### src/design/iwd_pkg.sv
/*
 * iwd_pkg: constants shared by the instruction word decoder and its
 * four-phase cycle sequencer.
 * assumes: single clock MCLK, synchronous active-high reset SRST.
 */
package iwd_pkg;
    localparam int IWD_WORD_W     = 14;
    localparam int IWD_FADDR_W    = 7;
    localparam int IWD_BIT_W      = 3;
    localparam int IWD_LIT8_W     = 8;
    localparam int IWD_LIT11_W    = 11;
    localparam int IWD_PHASES     = 4;
    // field positions inside the word
    localparam int IWD_CLASS_LSB  = 12;
    localparam int IWD_DEST_POS   = 7;
    localparam int IWD_BIT_LSB    = 7;
    localparam int IWD_BOP_LSB    = 10;
    localparam int IWD_BYTEOP_LSB = 8;
    // class codes in the top two bits
    localparam logic [1:0] IWD_CLS_BYTE = 2'h0;
    localparam logic [1:0] IWD_CLS_BIT  = 2'h1;
    localparam logic [1:0] IWD_CLS_JUMP = 2'h2;
    localparam logic [1:0] IWD_CLS_LIT  = 2'h3;
    // byte-class sub opcodes: the two skips, then movwf and clrf
    localparam logic [3:0] IWD_OP_DECFSZ = 4'hB;
    localparam logic [3:0] IWD_OP_INCFSZ = 4'hF;
    localparam logic [3:0] IWD_OP_MOVWF  = 4'h0;
    localparam logic [3:0] IWD_OP_CLRF   = 4'h1;
    // bit-class sub opcodes
    localparam logic [1:0] IWD_BOP_TSTC  = 2'h2;
    localparam logic [1:0] IWD_BOP_TSTS  = 2'h3;
    // program-flow returns: full words, then the retlw code in bits 11:8
    localparam logic [13:0] IWD_W_RETURN = 14'h0008;
    localparam logic [13:0] IWD_W_RETFIE = 14'h0009;
    localparam logic [3:0]  IWD_LIT_RETLW = 4'h4;
    // reset values
    localparam logic [1:0]  IWD_PHASE_RST = 2'h0;
    localparam logic [13:0] IWD_WORD_RST  = 14'h0000;
    // destination encodings
    localparam logic IWD_DEST_WREG = 1'b0;
    localparam logic IWD_DEST_FREG = 1'b1;

    typedef enum logic [1:0] {IWD_CLASS_BYTE, IWD_CLASS_BIT, IWD_CLASS_LITCTL} iwd_class_e;
endpackage

### src/design/iwd_decoder.sv
/*
 * iwd_decoder: splits fetched 14-bit words into class and operand fields,
 * picks the result destination and times one- or two-cycle execution.
 * assumes: program memory holds INSTR_WORD stable across the phase-0 MCLK
 * edge that takes it; the execute unit reports taken tests on SKIP_TAKEN.
 */
// Function
// RL1: accept 14-bit words, opcode plus operands
// RL2: classify byte, bit, literal/control
// RL3: byte class yields file address, destination
// RL4: dest 0 to working, 1 to file
// RL5: file address is seven bits, 0x00-0x7F
// RL6: bit class yields bit number and file
// RL7: literal operand eight or eleven bits
// RL8: don't-care bits never affect decoding
// RL9: one cycle; branch or true test two
// RL10: instruction cycle equals four oscillator periods
// RL11: port read-modify-write uses pin levels
// RL12: timer count write clears assigned prescaler; bit-class writes to the timer do not clear it here
// RL13: second cycle discards prefetch, no updates
`timescale 1ns/1ps
module iwd_decoder
    import iwd_pkg::*;
#(
    parameter logic [6:0] TIMER_ADDR = 7'h01,
    parameter logic [6:0] PORT_LO    = 7'h05,
    parameter logic [6:0] PORT_HI    = 7'h09
)(
    input  wire logic                   MCLK,
    input  wire logic                   SRST,
    input  wire logic [IWD_WORD_W-1:0]  INSTR_WORD,
    input  wire logic                   SKIP_TAKEN,
    input  wire logic                   PRESCALER_ON_TIMER,
    output logic [1:0]                  INSTR_CLASS,
    output logic [IWD_FADDR_W-1:0]      FILE_ADDR,
    output logic                        DEST_FREG,
    output logic                        WREG_WE,
    output logic                        FREG_WE,
    output logic [IWD_BIT_W-1:0]        BIT_NUM,
    output logic [IWD_LIT11_W-1:0]      LITERAL,
    output logic                        LIT_WIDE,
    output logic                        READ_PINS,
    output logic                        PRESCALER_CLR,
    output logic                        DUMMY_CYCLE,
    output logic                        FLUSH_PREFETCH,
    output logic [1:0]                  PHASE
);
    logic [1:0]             phase;
    logic                   cycle_end;
    logic [IWD_WORD_W-1:0]  word_q;
    logic                   dummy_q;
    logic                   dummy_d;
    iwd_class_e             cls;
    logic [1:0]             top;
    logic [3:0]             byte_op;
    logic [1:0]             bit_op;
    logic                   is_byte;
    logic                   is_bit;
    logic                   writes_f;
    logic                   writes_w;
    logic                   flow_change;
    logic                   is_port;
    logic                   start;
    logic [1:0]             cls_q;
    logic [6:0]             faddr_q;
    logic                   dest_q;
    logic                   wwe_q;
    logic                   fwe_q;
    logic [2:0]             bit_q;
    logic [10:0]            lit_q;
    logic                   wide_q;
    logic                   pins_q;
    logic                   pclr_q;
    logic                   flush_q;
    logic [1:0]             phase_q;

    iwd_phase_seq u_seq (
        .clk       (MCLK),
        .srst      (SRST),
        .phase     (phase),
        .cycle_end (cycle_end)
    );

    // class from the top bits alone, so x bits inside fields never matter
    function automatic iwd_class_e class_of(input logic [1:0] t);
        case (t)
            IWD_CLS_BYTE: class_of = IWD_CLASS_BYTE;
            IWD_CLS_BIT:  class_of = IWD_CLASS_BIT;
            default:      class_of = IWD_CLASS_LITCTL;
        endcase
    endfunction

    // word captured at the start of each instruction cycle that is not a dummy cycle
    assign start    = (phase == IWD_PHASE_RST);
    assign top      = word_q[IWD_WORD_W-1:IWD_CLASS_LSB]; // RL1
    assign cls      = class_of(top); // RL2
    assign is_byte  = (cls == IWD_CLASS_BYTE);
    assign is_bit   = (cls == IWD_CLASS_BIT);
    assign byte_op  = word_q[IWD_CLASS_LSB-1:IWD_BYTEOP_LSB];
    assign bit_op   = word_q[IWD_CLASS_LSB-1:IWD_BOP_LSB];
    // movwf/clrf have d set; the nop/return group has d clear and writes nothing
    assign writes_f = is_byte && word_q[IWD_DEST_POS] && !dummy_q; // RL4 RL13
    assign writes_w = is_byte && !word_q[IWD_DEST_POS] && (byte_op != IWD_OP_MOVWF)
                      && !dummy_q; // RL4 RL8 RL13
    // jumps, return, retfie and literal-class retlw change program flow
    assign flow_change = (top == IWD_CLS_JUMP) || (word_q == IWD_W_RETURN)
                      || (word_q == IWD_W_RETFIE)
                      || ((top == IWD_CLS_LIT) && (word_q[11:8] == IWD_LIT_RETLW)); // RL9
    assign is_port  = (word_q[6:0] >= PORT_LO) && (word_q[6:0] <= PORT_HI);
    // a skip test truth arrives from execute; jumps always take two cycles
    assign dummy_d  = !dummy_q && (flow_change || SKIP_TAKEN); // RL9

    always_ff @(posedge MCLK) begin
        if (SRST) begin
            word_q  <= IWD_WORD_RST;
            dummy_q <= 1'b0;
        end else begin
            if (start && !dummy_q) begin
                word_q <= INSTR_WORD; // RL1
            end
            if (cycle_end) begin
                dummy_q <= dummy_d; // RL9 RL13
            end
        end
    end

    // all outputs registered
    always_ff @(posedge MCLK) begin
        if (SRST) begin
            cls_q   <= 2'h0;
            faddr_q <= 7'h00;
            dest_q  <= IWD_DEST_WREG;
            wwe_q   <= 1'b0;
            fwe_q   <= 1'b0;
            bit_q   <= 3'h0;
            lit_q   <= 11'h000;
            wide_q  <= 1'b0;
            pins_q  <= 1'b0;
            pclr_q  <= 1'b0;
            flush_q <= 1'b0;
            phase_q <= IWD_PHASE_RST;
        end else begin
            cls_q   <= 2'(cls); // RL2
            faddr_q <= word_q[IWD_FADDR_W-1:0]; // RL3 RL5
            dest_q  <= word_q[IWD_DEST_POS]; // RL3 RL4
            wwe_q   <= writes_w && cycle_end; // RL4
            fwe_q   <= (writes_f || (is_bit && !bit_op[1] && !dummy_q)) && cycle_end; // RL4 RL6
            bit_q   <= word_q[IWD_BIT_LSB+IWD_BIT_W-1:IWD_BIT_LSB]; // RL6
            wide_q  <= (top == IWD_CLS_JUMP); // RL7
            lit_q   <= (top == IWD_CLS_JUMP) ? word_q[10:0]
                       : {3'h0, word_q[IWD_LIT8_W-1:0]}; // RL7 RL8
            pins_q  <= (is_byte || is_bit) && is_port && !dummy_q; // RL11
            pclr_q  <= writes_f && (word_q[6:0] == TIMER_ADDR) && PRESCALER_ON_TIMER
                       && cycle_end; // RL12
            flush_q <= dummy_q; // RL13
            phase_q <= phase; // RL10
        end
    end

    assign INSTR_CLASS    = cls_q;
    assign FILE_ADDR      = faddr_q;
    assign DEST_FREG      = dest_q;
    assign WREG_WE        = wwe_q;
    assign FREG_WE        = fwe_q;
    assign BIT_NUM        = bit_q;
    assign LITERAL        = lit_q;
    assign LIT_WIDE       = wide_q;
    assign READ_PINS      = pins_q;
    assign PRESCALER_CLR  = pclr_q;
    assign DUMMY_CYCLE    = flush_q;
    assign FLUSH_PREFETCH = flush_q;
    assign PHASE          = phase_q;

    // byte class routes by d
    a_dest_route: assert property (@(posedge MCLK) disable iff (SRST) // RL4
        WREG_WE |-> !DEST_FREG) else $error("wreg write with d set");
    a_no_write_dummy: assert property (@(posedge MCLK) disable iff (SRST) // RL13
        DUMMY_CYCLE |-> !WREG_WE && !FREG_WE && !PRESCALER_CLR) else $error("write in dummy cycle");
    a_phase_wrap: assert property (@(posedge MCLK) disable iff (SRST) // RL10
        (PHASE == 2'h3) |=> (PHASE == 2'h0)) else $error("phase did not wrap after four");
    // the first edge after release still shows the reset phase twice, so it starts no attempt
    a_phase_step: assert property (@(posedge MCLK) disable iff (SRST) // RL10
        !$past(SRST) && (PHASE != 2'h3) |=> (PHASE == $past(PHASE) + 2'h1)) else $error("phase skipped");
    a_lit_narrow: assert property (@(posedge MCLK) disable iff (SRST) // RL7
        !LIT_WIDE |-> (LITERAL[10:8] == 3'h0)) else $error("narrow literal has high bits");
    a_wide_class: assert property (@(posedge MCLK) disable iff (SRST) // RL2
        LIT_WIDE |-> (INSTR_CLASS == 2'(IWD_CLASS_LITCTL))) else $error("wide literal outside class");
    a_dummy_single: assert property (@(posedge MCLK) disable iff (SRST) // RL9
        $rose(DUMMY_CYCLE) |-> DUMMY_CYCLE [*4] ##1 !DUMMY_CYCLE) else $error("dummy cycle length");
    a_pclr_timer: assert property (@(posedge MCLK) disable iff (SRST) // RL12
        PRESCALER_CLR |-> (FILE_ADDR == TIMER_ADDR) && DEST_FREG) else $error("prescaler clear elsewhere");
    a_write_once: assert property (@(posedge MCLK) disable iff (SRST) // RL9
        FREG_WE |=> !FREG_WE [*3]) else $error("more than one write per cycle");

    c_wreg:  cover property (@(posedge MCLK) disable iff (SRST) WREG_WE);
    c_freg:  cover property (@(posedge MCLK) disable iff (SRST) FREG_WE);
    c_dummy: cover property (@(posedge MCLK) disable iff (SRST) $rose(DUMMY_CYCLE));
    c_pclr:  cover property (@(posedge MCLK) disable iff (SRST) PRESCALER_CLR);
endmodule

### src/design/iwd_phase_seq.sv
/*
 * iwd_phase_seq: four-phase counter, one instruction cycle per four MCLK.
 * assumes: MCLK is the oscillator, SRST synchronous active high.
 */
`timescale 1ns/1ps
module iwd_phase_seq
    import iwd_pkg::*;
(
    input  wire logic       clk,
    input  wire logic       srst,
    output logic [1:0]      phase,
    output logic            cycle_end
);
    logic [1:0] phase_q;
    logic [1:0] phase_d;

    assign phase_d   = phase_q + 2'h1; // RL10
    assign phase     = phase_q;
    assign cycle_end = (phase_q == 2'(IWD_PHASES - 1)); // RL10

    always_ff @(posedge clk) begin
        if (srst) begin
            phase_q <= IWD_PHASE_RST;
        end else begin
            phase_q <= phase_d;
        end
    end
endmodule

### config.mk
export PLATFORM = sky130hd
export DESIGN_NAME = iwd_decoder
export DESIGN_NICKNAME = d
export VERILOG_FILES = /design/src/design/iwd_pkg.sv /design/src/design/iwd_decoder.sv /design/src/design/iwd_phase_seq.sv
export SDC_FILE = /design/constraint.sdc
export NUM_CORES = 1
export LEC_CHECK = 0
export BUFFER_PORTS_ARGS = -buffer_cell sky130_fd_sc_hd__buf_2
export CAP_MARGIN = 25
export CORE_ASPECT_RATIO = 0.9
export CORE_MARGIN = 4
export CORE_UTILIZATION = 40
export CTS_CLUSTER_SIZE = 16
export DETAILED_ROUTE_END_ITERATION = 10
export GPL_ROUTABILITY_DRIVEN = 0
export PLACE_DENSITY = 0.69
export SYNTH_ARGS = -nofsm -noshare
export SYNTH_HDL_FRONTEND = slang
export SYNTH_HIERARCHICAL = 1
export SYNTH_SLANG_ARGS = --single-unit
### constraint.sdc
create_clock -name MCLK -period 2.2 [get_ports MCLK]
set_clock_uncertainty 0.05 [all_clocks]
set_input_delay 0.22 -clock MCLK [delete_from_list [all_inputs] [get_ports MCLK]]
set_output_delay 0.22 -clock MCLK [all_outputs]
set_load 0.005 [all_outputs]
### Word-level counts from Yosys, hierarchy flattened

Cells that the tools add are included.

* input bits: 18
* flip-flop bits (word level): 49
* output and inout bits: 33

* $add $sub $neg: 1
* equal/unequal tests: 9
* reduce and logical (&&, ||, !) cells: 32
* bitwise logic cells: 1
* multiplexer cells: 1
* $lt $le $gt $ge: 2

Operators with widths (number)
* 14-bit by 4-bit equality test with 1-bit output (second input constant): 2
* 1-bit logical AND: 18
* 7-bit by 1-bit equality test with 1-bit output (second input constant): 1
* 7-bit by 3-bit greater-or-equal comparator with 1-bit output (second input constant): 1
* 7-bit by 4-bit <= comparator with 1-bit output (second input constant): 1
* 2-bit equality test (second input constant): 3
* 2-bit logical NOT: 3
* 1-bit logical OR: 6
* 2-bit by 1-bit equality test with 1-bit output (second input constant): 2
* 4-bit by 3-bit equality test with 1-bit output (second input constant): 1
* 2-bit one-hot mux with 2 select lines: 1
* 4-bit nonzero test: 1
* 1-bit logical NOT: 3
* 2-bit by 1-bit adder with 2-bit output (second input constant): 1
* 2-bit OR reduction: 1
* 1-bit NOT: 1

### Depth between registers and ports, before layout

* depth after elaboration: 8
* depth in mapped cells: 5
* gate-level depth less buffers: 5

### Cells and area by module

Netlist, hierarchy kept.

Modules (own cells, without submodules)
* iwd_decoder: seq. area each 760.7 um^2, cells each 145, area each 1337.5 um^2, times used 1
* iwd_phase_seq: seq. area each 40.0 um^2, cells each 5, area each 62.6 um^2, times used 1

### Least setup slack after synthesis

Ideal clock, no wire load.

* kind: reg2reg
* start point: register dummy_q
* end point: register word_q[0]
* buffers on the path: 2
* arrival: 1060 ps
* stages on the path, launching flop included: 6
* required time: 2018 ps
* period minus slack after synthesis: 1242 ps
* slack: 958 ps
* path through: dfxtp_1 or3_1 buf_2 buf_6 nand2_1 a21oi_1

* word-level cells in the longest chain between the ends: 2

Ends and longest elaborated chain
* start, declared: line iwd_decoder.sv:51 `logic dummy_q;`
* start signal, assigned: line iwd_decoder.sv:122 `dummy_q <= dummy_d;`
* 1-bit logical NOT: line iwd_decoder.sv:118 `if (start && !dummy_q) begin`
* 1-bit logical AND: line iwd_decoder.sv:118
* end signal, assigned: line iwd_decoder.sv:115 `word_q <= IWD_WORD_RST;`
* end signal, assigned: line iwd_decoder.sv:119 `word_q <= INSTR_WORD;`
* end, declared: line iwd_decoder.sv:50 `logic [IWD_WORD_W-1:0] word_q;`

Every way passes these cells.
A chain may end at the register's enable or synchronous reset.

### Final worst setup path

* start point: register dummy_q
* end point: register word_q[7]

Same word-level chain as after synthesis.

==> metrics.md <==
| Metric | Value |
|---|---|
| Die area | `4510 sq um` |
| Worst-Margin Slew | `0.528 ns` |
| Type of destination of the critical path | `register` |
| Fin. max-slew vios | `0` |
| Setup Fix Bufs, Post-CTS | `0` |
| Final Cycle Share | `62.4%` |
| Antenna violation net count after detailed routing | `0` |
| Startpoint types | `register` |
| Count of maximum capacitance violations | `0` |
| Setup slack after layout | `0.827 ns` |
| H-tree Lvls | `2` |
| Peak supply drop | `251 uV` |
| FILL cells | `approximately 320` |
| Yosys cell types | `25` |
| Busiest grt layer | `met2` |
| Die Span X | `70.4 microns` |
| Clk buf depth | `2` |
| Drc violations | `0` |
| Final setup viols | `0` |
| Root buffer cell | `clkbuf_8` |
| Net Sw Frac | `22.8%` |
| Yosys Warn Count | `6` |
| Cell taking the most area after synthesis | `dfxtp_1` |
| Met1 Usage GRT | `14.9%` |
| Worst setup path class | `register to register` |
| Sequential element share of the synthesized area | `57.2%` |
| Hold Fails Final Rpt | `0` |
| IO Port Bufs | `50` |
| Reg clk slew, reported paths | `0.07 ns` |
| Critical Path RT | `2.30 ns` |
| PostCTS Resize Cnt | `0` |
| Pre-CTS WS | `0.834 ns` |
| Grt total ovfl | `0` |
| Met3 Usage GRT | `5.19%` |
| Layout cells sized above 1 | `30.6%` |
| I/O Pins | `51` |
| Via count | `1,069` |
| Synth Cell Area | `1400 sq um` |
| Hpwl dp | `~1900 microns` |
| Commonest cells post-synth | `dfxtp_1, nand2_1, a21oi_1, nor2b_1, buf_4` |
| Die height | `64.1 microns` |
| Via/cell ratio | `4.51` |
| Hold Crit Class | `input pin to register` |
| Register bit total from synthesis | `40` |
| Vias in the first global route | `935` |
| Grt met2 use | `17.2%` |
| Synth top area cells | `dfxtp_1, nand2_1, nor2b_1` |
| Post-synth EDFFs | `0` |
| Avg Cell Area, Syn | `9.33 sq um` |
| Power share of the combinational group | `10.4%` |
| Violation count after the first detailed-route iteration | `23` |
| Top cell type's share of synthesized area | `between 50 and 60%` |
| Switch Pwr | `349 uW` |
| Initial antenna violation count | `0` |
| Area growth syn-to-layout | `22.3%` |
| Unrepaired setup endpoints after global routing | `no` |
| # rows | `20` |
| Clock Sinks | `40` |
| Net count after synthesis | `around 170` |
| Sequential share of power | `52.5%` |
| CTS tree | `built` |
| Most common flop cell mapped by yosys | `dfxtp_1` |
| Detailed Routing Iterations Pass 1 | `4` |
| CTS Buf Count | `5` |
| Drt total wl | `2580 microns` |
| Core area | `3380 sq um` |
| TNS Setup | `0 ns` |
| Power Internal | `1180 uW` |
| First-pass GRT wire length | `4200 microns` |
| Min Tclk post-route | `1.37 ns` |
| Fmax | `729 MHz` |
| All-Layer GR Usage | `12.1%` |
| Inserted Diodes | `0` |
| CP Max Fanout | `14` |
| WP data arrival | `1.48 ns` |
| Most common cell in the synthesized netlist | `dfxtp_1` |
| Clock network latency to the later pin of the worst-skew pair | `0.29 ns` |
| Power share of the clock group | `between 30% and 40%` |
| Fin nets | `about 210` |
| Normalized max-slew margin | `64.8%` |
| Post-Synthesis Cells | `150` |
| Pleak | `0.000819 uW` |
| Ys async rst share | `0%` |
| DR WL/cell | `10.9 microns` |
| Starting Density | `between 40% and 50%` |
| Largest net degree at the start of global routing | `33` |
| PwrDens | `892 nW/um^2` |
| Hold Buf Count CTS | `0` |
| Status | `completed` |
==> final timing paths <==
kind | startpoint | end | slack [ns] | depth (start not counted)
worst min-delay path | INSTR_WORD[4] | word_q[4] | 0.11 | 3
worst min register to register | u_seq/phase[0] | u_seq/phase[0] | 0.42 | 1
worst max register to register | dummy_q | word_q[7] | 0.83 | 3
worst max-delay path | dummy_q | word_q[7] | 0.83 | 3
==> power by group through the flow <==
stage,registers (uW),clock network (uW),logic (uW)
floorplan,813,0,116
global placement,817,0,160
detailed placement,818,0,161
CTS,801,584,161
global route,808,618,182
finish,801,568,158
==> state kept, by name (all words and copies together), names as in the netlist <==
register / flops
word_q: 14
FILE_ADDR: 6
LITERAL: 4
BIT_NUM: 3
INSTR_CLASS: 2
PHASE: 2
u_seq/phase: 2
DUMMY_CYCLE: 1
FREG_WE: 1
LIT_WIDE: 1
PRESCALER_CLR: 1
READ_PINS: 1
WREG_WE: 1
dummy_q: 1
==> worst max-delay path, cell delays in order (launching register included) <==
cell,delay [ns]
dfxtp_1,0.37
or3_1,0.61
nand2_1,0.14
a21oi_1,0.07
==> cell usage in the layout (no fill, tap or decap), drive strengths merged, types with 3 or more instances in the layout <==
| cell | n |
|---|---|
| buf | 51 |
| dfxtp | 40 |
| nand2 | 31 |
| nor2b | 16 |
| a21oi | 16 |
| nor2 | 7 |
| clkbuf | 6 |
| nor3 | 5 |
| and2 | 4 |
| nand2b | 3 |
==> through the flow <==
stage                     total power (uW)  util, %  hold slack, ns  area [sq um]  cells
after CTS                             1550     50.7          0.0991          1710    237
after global placement                 977     47.5           0.400          1600    229
after floorplan                        929        -           0.242          1400    150
after detailed placement               979     47.5           0.406          1600    229
after global routing                  1610     50.7          0.0971          1710    237
final                                 1530     50.7           0.109          1710    237
==> metal layers <==
metal  wire [microns]  up-vias
met4               71        0
met1             1150      469
met2             1140       33
li1                 -      560
met5                0        -
met3              226        7
==> cell families after synthesis <==
kind of cell             count (synthesis)  synth area share (%)
AND/OR/NAND/NOR                         72                  25.7
flip-flops                              40                  57.2
AO/OA/AOI/OAI                           20                  8.13
buffers and inverters                   17                  8.04
adder cells (fa/ha/maj)                  1                 0.894
==> cell type report <==
type	instances	area [sq um]	share of cell area, %
Inverter	1	3.75	0.219
Clock inverter	2	35.0	2.05
Clock buffer	6	72.6	4.24
Timing Repair Buffer	51	258	15.1
Sequential cell	40	801	46.8
Tap cell	44	55.1	3.22
Multi-Input combinational cell	93	487	28.4
No activity file was read; power rests on OpenSTA's default activity.
